[src/verilog/fdx_pkg.sv]
// Purpose: shared constants and types of the flag and data transfer executor
// Assumes: 100 MHz core_clk, AHB-Lite register access, decoded instruction fields
// Notes: register offsets are byte addresses of aligned 32-bit words
package fdx_pkg;
	// register file shape; pointer pairs sit at the top of the file
	localparam int REG_COUNT = 32;
	localparam int REG_AW = 5;
	localparam logic [4:0] PTR_FIRST_IDX = 5'h1A;
	localparam logic [4:0] CODE_LO_IDX = 5'h00;
	localparam logic [4:0] CODE_HI_IDX = 5'h01;

	// pointer selectors
	localparam logic [1:0] PTR_X = 2'h0;
	localparam logic [1:0] PTR_Y = 2'h1;
	localparam logic [1:0] PTR_Z = 2'h2;

	// flag_register bit positions
	localparam logic [2:0] FLAG_C = 3'h0;
	localparam logic [2:0] FLAG_Z = 3'h1;
	localparam logic [2:0] FLAG_N = 3'h2;
	localparam logic [2:0] FLAG_V = 3'h3;
	localparam logic [2:0] FLAG_S = 3'h4;
	localparam logic [2:0] FLAG_H = 3'h5;
	localparam logic [2:0] FLAG_T = 3'h6;
	localparam logic [2:0] FLAG_I = 3'h7;

	// values after reset
	localparam logic [7:0] FLAGS_RESET = 8'h00;
	localparam logic [15:0] SP_RESET = 16'h00FF;
	localparam logic [15:0] PTR_RESET = 16'h0000;
	localparam logic [31:0] CTRL_RESET = 32'h00000001;

	// register map offsets
	localparam logic [7:0] OFS_CTRL = 8'h00;
	localparam logic [7:0] OFS_FLAGS = 8'h04;
	localparam logic [7:0] OFS_STATUS = 8'h08;
	localparam logic [7:0] OFS_SP = 8'h0C;
	localparam logic [7:0] OFS_PTRZ = 8'h10;

	// field positions
	localparam int CTRL_EN_BIT = 0;
	localparam int STATUS_BUSY_BIT = 4;

	// operations handed over by the decoder in front of this block
	typedef enum logic [3:0] {
		OP_NOP = 4'h0,
		OP_FLAG_SET = 4'h1,
		OP_FLAG_CLR = 4'h2,
		OP_LOAD_IMM = 4'h3,
		OP_FETCH_IND = 4'h4,
		OP_SAVE_IND = 4'h5,
		OP_FETCH_DIR = 4'h6,
		OP_SAVE_DIR = 4'h7,
		OP_CODE_FETCH = 4'h8,
		OP_CODE_WRITE = 4'h9,
		OP_PUSH = 4'hA,
		OP_POP = 4'hB,
		OP_SLEEP = 4'hC,
		OP_WDT_KICK = 4'hD,
		OP_BREAK = 4'hE
	} fdx_op_t;

	// pointer addressing modes
	typedef enum logic [2:0] {
		AM_PLAIN = 3'h0,
		AM_POST_INC = 3'h1,
		AM_PRE_DEC = 3'h2,
		AM_DISP = 3'h3,
		AM_POST_DEC = 3'h4,
		AM_PRE_INC = 3'h5
	} fdx_amode_t;

	// execution states, one-hot
	typedef enum logic [3:0] {
		S_IDLE = 4'b0001,
		S_ACC = 4'b0010,
		S_PRD = 4'b0100,
		S_PWB = 4'b1000
	} fdx_state_t;
endpackage

[src/verilog/fdx_addr_gen.sv]
// Purpose: effective address and pointer update for one pointer
// Assumes: displacement is unsigned, wrap-around at the pointer width
// Notes: used for the X/Y/Z pointers and for the stack pointer
`timescale 1ns/10ps
module fdx_addr_gen #(
	parameter int W = 16,
	parameter int DW = 6
) (
	input wire logic [W-1:0] base,
	input wire fdx_pkg::fdx_amode_t mode,
	input wire logic [DW-1:0] disp,
	output logic [W-1:0] eff_addr,
	output logic [W-1:0] next_base
);
	import fdx_pkg::*;

	wire [W-1:0] base_inc = base + W'(1);
	wire [W-1:0] base_dec = base - W'(1);
	wire [W-1:0] base_disp = base + W'(disp);

	// pre-modes address the moved pointer, post-modes the old one
	assign eff_addr = (mode == AM_PRE_DEC) ? base_dec :
		(mode == AM_PRE_INC) ? base_inc :
		(mode == AM_DISP) ? base_disp : base;

	// displacement leaves the pointer where it was
	assign next_base = (mode == AM_POST_INC || mode == AM_PRE_INC) ? base_inc :
		(mode == AM_PRE_DEC || mode == AM_POST_DEC) ? base_dec : base;
endmodule

[src/verilog/fdx_exec.sv]
// Purpose: executes flag, data transfer and control operations of the core
// Assumes: decoded operation fields arrive with instr_valid, memory reads return
//   data in the cycle of the read strobe, one AHB-Lite master
// Notes: pointer pairs live in flops beside the register array
// How it works
// - irq_on sets, irq_off clears I, one cycle
// - sign flag forced high or low, one cycle
// - overflow flag forced high or low, one cycle
// - bit copy flag set or cleared, one cycle
// - half carry set or cleared, one cycle
// - indirect load then pointer plus one, two cycles
// - pointer minus one then indirect load, two cycles
// - Y/Z plus offset load, pointer kept, two cycles
// - indirect save then pointer plus one, two cycles
// - pointer minus one then indirect save, two cycles
// - Y/Z plus offset save, pointer kept, two cycles
// - direct address load into register, two cycles
// - register saved at direct address, two cycles
// - code byte at Z to register, optional Z+1, three cycles
// - push register onto stack, two cycles
// - pop register from stack, two cycles
// - sleep and watchdog kick: one cycle, pulse out
// - break only acts when debug is present
//
// The AHB-Lite interface to the registers and the address map were left to the implementer.
`timescale 1ns/10ps
module fdx_exec #(
	parameter int ADDR_W = 16,
	parameter int HADDR_W = 8
) (
	input wire logic core_clk,
	input wire logic reset,
	input wire logic instr_valid,
	output logic instr_ready,
	input wire fdx_pkg::fdx_op_t instr_op,
	input wire logic [4:0] instr_rd,
	input wire logic [4:0] instr_rr,
	input wire logic [1:0] instr_ptr,
	input wire fdx_pkg::fdx_amode_t instr_amode,
	input wire logic [15:0] instr_k,
	output logic [ADDR_W-1:0] dmem_addr,
	output logic dmem_re,
	output logic dmem_we,
	output logic [7:0] dmem_wdata,
	input wire logic [7:0] dmem_rdata,
	output logic [ADDR_W-2:0] pmem_addr,
	output logic pmem_re,
	output logic pmem_we,
	output logic [15:0] pmem_wdata,
	input wire logic [15:0] pmem_rdata,
	output logic sleep_req,
	output logic wdt_kick,
	input wire logic debug_en,
	output logic break_req,
	output logic [7:0] flag_register,
	input wire logic hsel,
	input wire logic [HADDR_W-1:0] haddr,
	input wire logic [1:0] htrans,
	input wire logic hwrite,
	input wire logic [2:0] hsize,
	input wire logic [31:0] hwdata,
	input wire logic hready,
	output logic hreadyout,
	output logic hresp,
	output logic [31:0] hrdata
);
	import fdx_pkg::*;

	fdx_state_t state_r, state_nxt;
	logic [7:0] flags_r, flags_nxt;
	logic [15:0] sp_r, sp_nxt;
	logic [15:0] ptr_r [3];
	logic ctrl_en_r;
	logic [4:0] rd_r;
	logic src_hi_r;
	logic [7:0] src_byte_r;
	logic code_hi_r;
	logic [7:0] code_byte_r;
	logic [ADDR_W-1:0] dmem_addr_r;
	logic dmem_re_r, dmem_we_r;
	logic [ADDR_W-2:0] pmem_addr_r;
	logic pmem_re_r, pmem_we_r;
	logic sleep_r, wdt_r, break_r;
	logic ahb_wr_r;
	logic [HADDR_W-1:0] ahb_addr_r;
	logic [31:0] hrdata_r;
	logic [7:0] rf_a, rf_b;

	// decode of the offered operation
	wire accept = instr_valid & instr_ready;
	wire op_fetch_ind = instr_op == OP_FETCH_IND;
	wire op_save_ind = instr_op == OP_SAVE_IND;
	wire op_code_rd = instr_op == OP_CODE_FETCH;
	wire op_code_wr = instr_op == OP_CODE_WRITE;
	wire op_push = instr_op == OP_PUSH;
	wire op_pop = instr_op == OP_POP;
	wire op_dir = instr_op == OP_FETCH_DIR || instr_op == OP_SAVE_DIR;
	wire op_two = op_fetch_ind | op_save_ind | op_dir | op_push | op_pop | op_code_wr;
	wire op_load = op_fetch_ind | op_pop | instr_op == OP_FETCH_DIR;
	wire op_store = op_save_ind | op_push | instr_op == OP_SAVE_DIR;

	// code memory always goes through Z
	wire [1:0] psel = (op_code_rd | op_code_wr) ? PTR_Z :
		(instr_ptr == PTR_X || instr_ptr == PTR_Y) ? instr_ptr : PTR_Z;
	wire [15:0] psel_val = ptr_r[psel];

	// offset exists only for Y and Z; on X it degrades to a plain access
	wire disp_ok = psel != PTR_X;
	wire fdx_amode_t pmode = op_code_rd ? (instr_amode == AM_POST_INC ? AM_POST_INC : AM_PLAIN) :
		(instr_amode == AM_DISP && !disp_ok) ? AM_PLAIN : instr_amode;
	wire [15:0] p_eff, p_next, s_eff, s_next;

	// pointer arithmetic for X/Y/Z
	fdx_addr_gen #(.W(16), .DW(6)) u_ptr_gen (
		.base(psel_val),
		.mode(pmode),
		.disp(instr_k[5:0]),
		.eff_addr(p_eff),
		.next_base(p_next)
	);

	// stack grows downward: push posts a decrement, pop pre-increments
	fdx_addr_gen #(.W(16), .DW(6)) u_sp_gen (
		.base(sp_r),
		.mode(op_push ? AM_POST_DEC : AM_PRE_INC),
		.disp(6'h00),
		.eff_addr(s_eff),
		.next_base(s_next)
	);

	// data memory address of the accepted operation
	wire [15:0] mem_addr = (op_push | op_pop) ? s_eff : op_dir ? instr_k : p_eff;
	wire ptr_move = accept & (op_fetch_ind | op_save_ind | op_code_rd) &
		(pmode == AM_POST_INC || pmode == AM_PRE_DEC);

	// source operand; pointer bytes come from the pointer flops, not the array
	wire rr_hi = instr_rr >= PTR_FIRST_IDX;
	wire [1:0] rr_pair = 2'(instr_rr[2:1] - 2'h1);
	wire [15:0] rr_ptr = ptr_r[rr_pair];
	wire [7:0] rr_byte = instr_rr[0] ? rr_ptr[15:8] : rr_ptr[7:0];
	wire [7:0] src_data = src_hi_r ? src_byte_r : rf_a;

	// write back: immediate at accept, loads in the access cycle, code byte last
	wire wb_imm = accept & instr_op == OP_LOAD_IMM;
	wire wb_load = state_r == S_ACC && !dmem_we_r && dmem_re_r;
	wire wb_code = state_r == S_PWB;
	wire wb_en = wb_imm | wb_load | wb_code;
	wire [4:0] wb_idx = wb_imm ? instr_rd : rd_r;
	wire [7:0] wb_data = wb_imm ? instr_k[7:0] : wb_code ? code_byte_r : dmem_rdata;
	wire wb_hi = wb_idx >= PTR_FIRST_IDX;
	wire [1:0] wb_pair = 2'(wb_idx[2:1] - 2'h1);

	// code write reads R0 and R1 on the two ports
	wire [4:0] raddr_a = op_code_wr ? CODE_LO_IDX : instr_rr;

	fdx_regmem #(.WIDTH(8), .DEPTH(REG_COUNT), .AW(REG_AW)) u_regs (
		.core_clk(core_clk),
		.reset(reset),
		.we(wb_en & ~wb_hi),
		.waddr(wb_idx),
		.wdata(wb_data),
		.raddr_a(raddr_a),
		.raddr_b(CODE_HI_IDX),
		.rdata_a(rf_a),
		.rdata_b(rf_b)
	);

	// a new operation is taken only from idle and while software enables it
	assign instr_ready = state_r == S_IDLE && ctrl_en_r;

	// sequencer: one-cycle ops stay idle, memory ops add one or two cycles
	always_comb begin
		state_nxt = state_r;
		case (state_r)
			S_IDLE: begin
				if (accept && op_code_rd) begin
					state_nxt = S_PRD;
				end else if (accept && op_two) begin
					state_nxt = S_ACC;
				end
			end
			S_ACC: state_nxt = S_IDLE;
			S_PRD: state_nxt = S_PWB;
			S_PWB: state_nxt = S_IDLE;
			default: state_nxt = S_IDLE;
		endcase
	end

	// flag changes from instructions override a same-cycle software write
	always_comb begin
		flags_nxt = flags_r;
		if (ahb_wr_r && ahb_addr_r == OFS_FLAGS) begin
			flags_nxt = hwdata[7:0];
		end
		if (accept && instr_op == OP_FLAG_SET) begin
			flags_nxt[instr_k[2:0]] = 1'b1;
		end else if (accept && instr_op == OP_FLAG_CLR) begin
			flags_nxt[instr_k[2:0]] = 1'b0;
		end
	end

	// stack pointer: push or pop wins over a software write
	always_comb begin
		sp_nxt = sp_r;
		if (ahb_wr_r && ahb_addr_r == OFS_SP) begin
			sp_nxt = hwdata[15:0];
		end
		if (accept && (op_push || op_pop)) begin
			sp_nxt = s_next;
		end
	end

	always_ff @(posedge core_clk or posedge reset) begin
		if (reset) begin
			state_r <= S_IDLE;
			flags_r <= FLAGS_RESET;
			sp_r <= SP_RESET;
		end else begin
			state_r <= state_nxt;
			flags_r <= flags_nxt;
			sp_r <= sp_nxt;
		end
	end

	// pointer flops: moved at accept, loads into pointer bytes land a cycle later
	always_ff @(posedge core_clk or posedge reset) begin
		if (reset) begin
			ptr_r[0] <= PTR_RESET;
			ptr_r[1] <= PTR_RESET;
			ptr_r[2] <= PTR_RESET;
		end else if (wb_en && wb_hi) begin
			if (wb_idx[0]) begin
				ptr_r[wb_pair][15:8] <= wb_data;
			end else begin
				ptr_r[wb_pair][7:0] <= wb_data;
			end
		end else if (ptr_move) begin
			ptr_r[psel] <= p_next;
		end
	end

	// operand capture, refreshed every cycle so it matches the accepted source
	always_ff @(posedge core_clk or posedge reset) begin
		if (reset) begin
			src_hi_r <= 1'b0;
			src_byte_r <= 8'h00;
		end else begin
			src_hi_r <= rr_hi;
			src_byte_r <= rr_byte;
		end
	end

	// destination index and code byte lane kept across the extra cycles
	always_ff @(posedge core_clk or posedge reset) begin
		if (reset) begin
			rd_r <= 5'h00;
			code_hi_r <= 1'b0;
		end else if (accept) begin
			rd_r <= instr_rd;
			code_hi_r <= psel_val[0];
		end
	end

	// data memory strobes, high exactly in the cycle after accept
	always_ff @(posedge core_clk or posedge reset) begin
		if (reset) begin
			dmem_addr_r <= '0;
			dmem_re_r <= 1'b0;
			dmem_we_r <= 1'b0;
		end else begin
			dmem_re_r <= accept & op_load;
			dmem_we_r <= accept & op_store;
			if (accept && (op_load || op_store)) begin
				dmem_addr_r <= ADDR_W'(mem_addr);
			end
		end
	end

	// code memory: word address from Z, byte lane picked by Z bit 0
	always_ff @(posedge core_clk or posedge reset) begin
		if (reset) begin
			pmem_addr_r <= '0;
			pmem_re_r <= 1'b0;
			pmem_we_r <= 1'b0;
			code_byte_r <= 8'h00;
		end else begin
			pmem_re_r <= accept & op_code_rd;
			pmem_we_r <= accept & op_code_wr;
			if (accept && (op_code_rd || op_code_wr)) begin
				pmem_addr_r <= (ADDR_W-1)'(psel_val[15:1]);
			end
			if (state_r == S_PRD) begin
				code_byte_r <= code_hi_r ? pmem_rdata[15:8] : pmem_rdata[7:0];
			end
		end
	end

	// control pulses go to the sleep, watchdog and debug logic
	always_ff @(posedge core_clk or posedge reset) begin
		if (reset) begin
			sleep_r <= 1'b0;
			wdt_r <= 1'b0;
			break_r <= 1'b0;
		end else begin
			sleep_r <= accept & instr_op == OP_SLEEP;
			wdt_r <= accept & instr_op == OP_WDT_KICK;
			break_r <= accept & instr_op == OP_BREAK & debug_en;
		end
	end

	// AHB-Lite slave: zero wait states, read data prepared at the address phase
	wire ahb_take = hsel & hready & htrans[1];
	wire [31:0] status_word = {27'h0, ~instr_ready, state_r};
	wire [31:0] rd_word = (haddr == OFS_CTRL) ? {31'h0, ctrl_en_r} :
		(haddr == OFS_FLAGS) ? {24'h0, flags_r} :
		(haddr == OFS_STATUS) ? status_word :
		(haddr == OFS_SP) ? {16'h0, sp_r} :
		(haddr == OFS_PTRZ) ? {16'h0, ptr_r[PTR_Z]} : 32'h0;

	always_ff @(posedge core_clk or posedge reset) begin
		if (reset) begin
			ahb_wr_r <= 1'b0;
			ahb_addr_r <= '0;
			hrdata_r <= 32'h0;
		end else begin
			ahb_wr_r <= ahb_take & hwrite;
			if (ahb_take) begin
				ahb_addr_r <= haddr;
			end
			if (ahb_take && !hwrite) begin
				hrdata_r <= rd_word;
			end
		end
	end

	// enable bit stops new operations; one in flight still completes
	always_ff @(posedge core_clk or posedge reset) begin
		if (reset) begin
			ctrl_en_r <= CTRL_RESET[CTRL_EN_BIT];
		end else if (ahb_wr_r && ahb_addr_r == OFS_CTRL) begin
			ctrl_en_r <= hwdata[CTRL_EN_BIT];
		end
	end

	assign hreadyout = 1'b1;
	assign hresp = 1'b0;
	assign hrdata = hrdata_r;
	assign dmem_addr = dmem_addr_r;
	assign dmem_re = dmem_re_r;
	assign dmem_we = dmem_we_r;
	assign dmem_wdata = src_data;
	assign pmem_addr = pmem_addr_r;
	assign pmem_re = pmem_re_r;
	assign pmem_we = pmem_we_r;
	assign pmem_wdata = {rf_b, rf_a};
	assign sleep_req = sleep_r;
	assign wdt_kick = wdt_r;
	assign break_req = break_r;
	assign flag_register = flags_r;
endmodule

[src/verilog/fdx_regmem.sv]
// Purpose: working register storage with two registered read ports
// Assumes: one write port, write and read in the same cycle return old data
// Notes: contents are not reset, read registers are
`timescale 1ns/10ps
module fdx_regmem #(
	parameter int WIDTH = 8,
	parameter int DEPTH = 32,
	parameter int AW = 5
) (
	input wire logic core_clk,
	input wire logic reset,
	input wire logic we,
	input wire logic [AW-1:0] waddr,
	input wire logic [WIDTH-1:0] wdata,
	input wire logic [AW-1:0] raddr_a,
	input wire logic [AW-1:0] raddr_b,
	output logic [WIDTH-1:0] rdata_a,
	output logic [WIDTH-1:0] rdata_b
);
	logic [WIDTH-1:0] mem_r [DEPTH];

	// storage array, no reset so it maps onto plain ram cells
	always_ff @(posedge core_clk) begin
		if (we) begin
			mem_r[waddr] <= wdata;
		end
	end

	// both read ports land in flops one cycle after the address
	always_ff @(posedge core_clk or posedge reset) begin
		if (reset) begin
			rdata_a <= '0;
			rdata_b <= '0;
		end else begin
			rdata_a <= mem_r[raddr_a];
			rdata_b <= mem_r[raddr_b];
		end
	end
endmodule
[config.mk]
export PLATFORM = sky130hd
export DESIGN_NAME = fdx_exec
export DESIGN_NICKNAME = d
export VERILOG_FILES = /design/src/verilog/fdx_pkg.sv /design/src/verilog/fdx_addr_gen.sv /design/src/verilog/fdx_exec.sv /design/src/verilog/fdx_regmem.sv
export SDC_FILE = /design/constraint.sdc
export NUM_CORES = 1
export LEC_CHECK = 0
export BUFFER_PORTS_ARGS = -buffer_cell sky130_fd_sc_hd__buf_2
export CAP_MARGIN = 15
export CORE_MARGIN = 2
export CORE_UTILIZATION = 65
export DETAILED_ROUTE_END_ITERATION = 8
export MAX_ROUTING_LAYER = met4
export PLACE_DENSITY = 0.87
export SLEW_MARGIN = 10
export SYNTH_ARGS = -nofsm -noshare
export SYNTH_HDL_FRONTEND = slang
export SYNTH_SLANG_ARGS = --single-unit
[constraint.sdc]
create_clock -name core_clk -period 15.6 [get_ports core_clk]
set_clock_uncertainty 0.15 [all_clocks]
set_input_delay 1.56 -clock core_clk [delete_from_list [all_inputs] [get_ports core_clk]]
set_output_delay 1.56 -clock core_clk [all_outputs]
set_load 0.02 [all_outputs]
# Word level (Yosys, flattened, before mapping)
# Memory sizes are Yosys's and may differ from the RTL's. A register that Yosys moved wholly into a read port is not among the register bits.
# Index checks and enable logic that the tools add are counted.
# W data, S select, Z words.
# word_totals
ram_bits,256
mem_count,1
output_inout_bits,105
in_bits,111
romBits,0
latch_bits,0
ff_bits,179
elab_cells,215
# classes
n_bitwise,38
n_shift,0
div,0
mux,59
reduce_logical,39
order_cmp,9
addsub,7
n_eq_ne,38
n_mul,0
# mem_list
name,words,word_bits,read_ports,rd_clocked_by_memory_dff,write_ports,line,text
u_regs.mem_r,32,8,2,2,1,fdx_regmem.sv:20,logic [WIDTH-1:0] mem_r [DEPTH];
# op_table
op,count
$mux W16,24
$bwmux W48,3
$mux W48,3
$demux W16 S2,3
$mux W8,9
$bmux W16 S2,2
$add A16 B1 Y16 const B,2
$eq A4 B4 Y1 const B,8
$sub A16 B1 Y16 const B,2
$eq A8 B4 Y1 const B,3
$eq A4 B3 Y1 const B,5
$logic_and A1 B1 Y1,19
$add A16 B6 Y16,1
$and A1 B1 Y1,16
$eq A8 B3 Y1 const B,2
$logic_not A8 Y1,2
$or A1 B1 Y1,14
$eq A3 B2 Y1 const B,4
$eq A3 B3 Y1 const B,4
$eq A4 B2 Y1 const B,3
$ge A5 B5 Y1 const B,2
$logic_or A1 B1 Y1,10
$mux W5,2
$eq A3 B1 Y1 const B,3
other kinds (24),44

# Depth between registers and ports, before layout
# depth
word_depth,16
ltp_mapped,19
depth_no_buf,15

# Modules after synthesis
# From an unflattened synthesis, not the netlist that was laid out.
# hier_totals
hier_cells,1949
area_unflattened_um2,25149.1
# modules_own_cells
module,cells_per_inst,instances,area_per_inst_um2
fdx_regmem,533,1,12291.8
fdx_exec,876,1,9245.1
fdx_addr_gen at u_sp_gen,268,1,1850.5
fdx_addr_gen at u_ptr_gen,272,1,1761.7

# Worst setup path after synthesis
# Ideal clock, no wire load.
# synth_path
path_type,input port to flip-flop
startpoint,input instr_op[3]
endpoint,"register dmem_addr_r[13], in the netlist dmem_addr[13]"
required_ns,15.346
cell_stages,16
t_arrival_ns,5.021
setup_slack_ns,10.325
setup_ns,0.104
n_path_buf,3
cell_sequence,buf_2 nor3b_2 nor2_1 clkbuf_1 mux2i_1 inv_1 ha_1 o21ai_0 o21bai_1 nor3_1 or4_1 buf_2 nor2_1 o2bb2ai_1 mux2_2 o41ai_2
# synth_lines
item,line,text
from (decl),fdx_exec.sv:35,"input wire fdx_pkg::fdx_op_t instr_op,"
"$eq A4 B4 Y1, on equally long branches","fdx_exec.sv:93, fdx_exec.sv:94",
$or A1 B1 Y1 (*),fdx_exec.sv:103,wire [1:0] psel = (op_code_rd | op_code_wr) ? PTR_Z :
$mux W2 (*),fdx_exec.sv:103,
$not A2 Y3 (not written as such) (*),fdx_exec.sv:105,wire [15:0] psel_val = ptr_r[psel];
$bmux W16 S2 (*),fdx_exec.sv:105,
$mux W16 (not written as such) (*) (2 in series),fdx_exec.sv:105,
net psel_val[2],fdx_exec.sv:105,
$add A16 B6 Y16,fdx_addr_gen.sv:19,wire [W-1:0] base_disp = base + W'(disp);
$mux W16,fdx_addr_gen.sv:24,(mode == AM_DISP) ? base_disp : base;
$mux W16,fdx_addr_gen.sv:23,(mode == AM_PRE_INC) ? base_inc :
$mux W16 (*),fdx_addr_gen.sv:22,assign eff_addr = (mode == AM_PRE_DEC) ? base_dec :
$mux W16 (*) (2 in series),fdx_exec.sv:132,wire [15:0] mem_addr = (op_push | op_pop) ? s_eff : op_dir ? instr_k : p_eff;
to (signal assigned),fdx_exec.sv:274,dmem_addr_r <= ADDR_W'(mem_addr);
to (decl),fdx_exec.sv:79,logic [ADDR_W-1:0] dmem_addr_r;
# The timed path passes the listed nets; every way through them passes the cells marked *. The select of a mux whose other input is x is not followed.
# A chain may end at the register's enable or synchronous reset.

# Worst setup path in the final report
# layout_path
startpoint,input instr_op[1]
endpoint,register ptr_r[42] (netlist bit)
# layout_lines
item,line,text
"$eq A4 B4 Y1, on equally long branches","fdx_exec.sv:93, fdx_exec.sv:94",
$or A1 B1 Y1 (*),fdx_exec.sv:103,
$mux W2 (*),fdx_exec.sv:103,
$not A2 Y3 (not written as such) (*),fdx_exec.sv:105,
$bmux W16 S2 (*),fdx_exec.sv:105,
$mux W16 (not written as such) (*) (2 in series),fdx_exec.sv:105,
net psel_val[0],fdx_exec.sv:105,
$sub A16 B1 Y16,fdx_addr_gen.sv:18,wire [W-1:0] base_dec = base - W'(1);
$mux W16,fdx_addr_gen.sv:28,(mode == AM_PRE_DEC || mode == AM_POST_DEC) ? base_dec : base;
$mux W16 (*),fdx_addr_gen.sv:27,assign next_base = (mode == AM_POST_INC || mode == AM_PRE_INC) ? base_inc :
$bwmux W48 (*),fdx_exec.sv:238,ptr_r[psel] <= p_next;
$mux W48 (*),fdx_exec.sv:237,end else if (ptr_move) begin
$mux W48 (*),fdx_exec.sv:231,end else if (wb_en && wb_hi) begin
"to (signal, indexed assignment)",fdx_exec.sv:233,ptr_r[wb_pair][15:8] <= wb_data;
"to (signal, indexed assignment)",fdx_exec.sv:235,ptr_r[wb_pair][7:0] <= wb_data;
"to (signal, indexed assignment)",fdx_exec.sv:238,
to (decl),fdx_exec.sv:72,logic [15:0] ptr_r [3];
# Marked as above.

==> flow_metrics.env <==
export IMPL_fp_dieArea_um2=36100
export IMPL_synth_area_per_cell_um2=10.4
export IMPL_kind_of_cell_adding_the_most_delay_to_the_critical_path="compound AO/OA/AOI/OAI gates"
export IMPL_global_router_s_overall_resource_usage=0.417
export IMPL_grt_pass1_vias=18594
export IMPL_setup_worst_path_end_class="register"
export IMPL_syn_area_um2=22500
export IMPL_clock_sinks=435
export IMPL_worst_r2r_src="ptr_r[32]$_DFFE_PP0P_"
export IMPL_postCtsHoldBufs=0
export IMPL_place_hpwl_um=49000
export IMPL_ir_worst_vdd_v=0.000104
export IMPL_worst_hold_startpoint="u_regs.mem_r[1][2]$_DFFE_PP_"
export IMPL_drv_slew=0
export IMPL_fillerInstances=2327
export IMPL_global_route_wire_length_before_repair_um=110000
export IMPL_vias=19170
export IMPL_grt_antenna_before_repair=8
export IMPL_p_leak_uw=0.00961
export IMPL_yosysWarningCount=0
export IMPL_worst_r2r_path_depth=13
export IMPL_synth_edf_count=256
export IMPL_drt_wirelength_per_cell_um=26.2
export IMPL_nNetsFinal=2408
export IMPL_layout_min_cycle_time_ns=6.11
export IMPL_unrepaired_setup_endpoints_after_global_routing="false"
export IMPL_cp_num_buf_inv=2
export IMPL_postRouteWirelength_um=73000
export IMPL_clockRootBuffer="sky130_fd_sc_hd__clkbuf_16"
export IMPL_cts_tree="yes"
export IMPL_ys_seq_area_frac=0.542
export IMPL_core_area_um2=34300
export IMPL_syn_instance_count=2152
export IMPL_ys_async_sr_fraction=0.411
export IMPL_cp_slowest_cell="sky130_fd_sc_hd__a21oi_1"
export IMPL_post_route_clock_period_utilization=0.392
export IMPL_clock_insertion_delay_worst_skew_ns=0.57
export IMPL_flow_area_growth_from_synthesis_pct=11.5
export IMPL_worstHoldPathCells=0
export IMPL_postCtsSetupBuffers=0
export IMPL_timing_critical_path_slowest_cell_delay_ns=0.84
export IMPL_ios=216
export IMPL_chain_of_cells_forming_the_critical_path="buf_2, or3b_1, nand2_2, a21oi_1, inv_1, ha_1, and2_1, o211a_1, a41oi_1, or2_2, nor3_1, a211oi_1, a21oi_1, o21ai_0"
export IMPL_crit_path_max_fanout=30
export IMPL_std_cell_rows=68
export IMPL_relSlewSlack=0.197
export IMPL_antenna_violating_nets_post_route=0
export IMPL_finalSetupViolations=0
export IMPL_drt_first_iter_violations=2567
export IMPL_arrival_time_at_the_worst_endpoint_ns=6.45
export IMPL_initial_utilization=0.656
export IMPL_whs_endpoint="u_regs.rdata_b[2]$_DFF_PP0_"
export IMPL_h_tree_depth=2
export IMPL_run_status="finished clean"
export IMPL_clockBufferDepth=3
export IMPL_cp_required_ns=15.94
export IMPL_clkTransAtPathRegs_ns=0.07
export IMPL_die_width_um=190
export IMPL_synth_ff_type="sky130_fd_sc_hd__edfxtp_1"
export IMPL_timing_hold_violations_final=0
export IMPL_floorplan_die_height_um=190
export IMPL_finalWeightedCongestion=0.981
export IMPL_drc=0
export IMPL_synth_lib_cells_used_distinct=93
export IMPL_post_cts_resized=0
export IMPL_setup_worst_path_start_class="input port"
export IMPL_maxCapViolations=0
export IMPL_worst_hold_check_path_type="register to register"
export IMPL_postSynthRegisterBits=435
export IMPL_power_per_cell_area_nw_per_um2=118
export IMPL_totalNegativeSetupSlack_ns=0
export IMPL_numCtsBuffers=44
export IMPL_avgViaCountPerCell=6.89
export IMPL_drive_gt1_frac=0.160
export IMPL_place_port_buffers=177
export IMPL_timing_reg2reg_setup_slack_ns=11.37
export IMPL_globalRouteOverflowTotal=0
export IMPL_tightest_slew_ns=1.20
export IMPL_cp_common_cell="sky130_fd_sc_hd__a21oi_1"
export IMPL_crit_type="input port to register"
export IMPL_max_freq_mhz=164
export IMPL_regToRegEndpoint="ptr_r[42]$_DFFE_PP0P_"
export IMPL_maximum_number_of_pins_on_one_net_before_global_route_repair=109
export IMPL_drt_pass1_iterations=8
export IMPL_post_route_utilization=0.731
## routing by layer
metal | GRT usage | part of all wire
met1 | 0.502 | 0.35
met5 | - | 0
met4 | 0.246 | 0.069
met2 | 0.668 | 0.48
met3 | 0.0673 | 0.098
## through the flow
step / instances / area (um^2) / total power (uW) / worst slack (ns) / hold slack (ns)
final: 2784 / 25100 / 2970 / 9.49 / 0.221
after global routing: 2784 / 25100 / 3060 / 9.27 / 0.229
after CTS: 2776 / 25100 / 2950 / 9.68 / 0.222
after detailed placement: 2694 / 23600 / 1900 / 9.10 / 0.207
after global placement: 2694 / 23600 / 1880 / 9.17 / 0.204
after floorplan: 2216 / 22700 / 1720 / 9.05 / 0.197
## kinds of logic after synthesis
family,count (synthesis),synth area share
fa+ha+maj,12,0.00701
simple gates,712,0.149
compound gates,638,0.186
mux,107,0.0618
flops,435,0.542
xor+xnor,36,0.0140
buf+inv,210,0.0402
other cells,2,0.000334
## power breakdown
part           internal [uW]  switching [uW]  leakage [uW]
combinational            175             323       0.00429
sequential              1300             104       0.00460
clock                    613             458      0.000715
total                   2090             885       0.00961
## placed cells by master (no fill, tap or decap), types with 37 or more instances in the layout
cell,count
sky130_fd_sc_hd__a211oi_1,48
sky130_fd_sc_hd__a21oi_1,111
sky130_fd_sc_hd__a31oi_1,55
sky130_fd_sc_hd__and2_1,43
sky130_fd_sc_hd__buf_2,176
sky130_fd_sc_hd__clkbuf_16,45
sky130_fd_sc_hd__conb_1,66
sky130_fd_sc_hd__dfrtp_1,169
sky130_fd_sc_hd__edfxtp_1,256
sky130_fd_sc_hd__mux2_2,41
sky130_fd_sc_hd__mux2i_1,44
sky130_fd_sc_hd__nand2_1,258
sky130_fd_sc_hd__nand3_1,37
sky130_fd_sc_hd__nor2_1,198
sky130_fd_sc_hd__o21ai_0,183
sky130_fd_sc_hd__o221ai_1,58
## synthesized netlist by cell type (all sizes together), types with 12 or more instances
| master | count | area share |
|---|---|---|
| mux4 | 21 | 0.021 |
| nor4 | 13 | 0.0039 |
| nor2 | 200 | 0.033 |
| o221ai | 58 | 0.023 |
| nand2 | 263 | 0.044 |
| nand2b | 12 | 0.0033 |
| xnor2 | 26 | 0.010 |
| a22oi | 17 | 0.0057 |
| a211oi | 48 | 0.016 |
| mux2i | 45 | 0.020 |
| o21a | 16 | 0.0053 |
| nor3 | 37 | 0.0085 |
| buf | 59 | 0.015 |
| a21oi | 113 | 0.025 |
| a221o | 18 | 0.0080 |
| edfxtp | 256 | 0.34 |
| inv | 36 | 0.0060 |
| nor2b | 17 | 0.0047 |
| o21ai | 194 | 0.043 |
| nand3 | 37 | 0.0082 |
| nand4 | 16 | 0.0051 |
| mux2 | 41 | 0.021 |
| and2 | 47 | 0.013 |
| o22ai | 18 | 0.0050 |
| a31oi | 55 | 0.015 |
| dfrtp | 169 | 0.19 |
| clkbuf | 115 | 0.019 |
## cell type report
class | instances | area, um^2 | share of cell area
clock inverter | 14 | 155 | 0.00619
tap | 455 | 569 | 0.0227
antenna | 8 | 20.0 | 0.000798
sequential | 435 | 12200 | 0.486
timing repair buffer | 197 | 1040 | 0.0414
clock buffer | 68 | 1300 | 0.0519
inverter | 36 | 140 | 0.00559
multi-input combinational | 1571 | 9670 | 0.386
## state kept, by name, indices dropped and copies added, names as in the netlist, 15 cells and up
name and cells:
u_regs.mem_r 256, ptr_r 48, dmem_addr 16, hrdata 16
sp_r 16, pmem_addr 15
## worst max-delay path by stage
stage | end | slack [ns] | cells past startpoint | start
2_1_floorplan | ahb_addr_r[0]$_DFFE_PP0P_ | 9.05 | 1 | reset
3_3_place_gp | ptr_r[26]$_DFFE_PP0P_ | 9.17 | 14 | instr_op[1]
3_5_place_dp | ptr_r[26]$_DFFE_PP0P_ | 9.10 | 14 | instr_op[1]
4_1_cts | ptr_r[26]$_DFFE_PP0P_ | 9.68 | 14 | instr_op[1]
5_1_grt | ptr_r[42]$_DFFE_PP0P_ | 9.27 | 14 | instr_op[1]
6_report | ptr_r[42]$_DFFE_PP0P_ | 9.49 | 14 | instr_op[1]
Power figures use the tool's default switching activity.
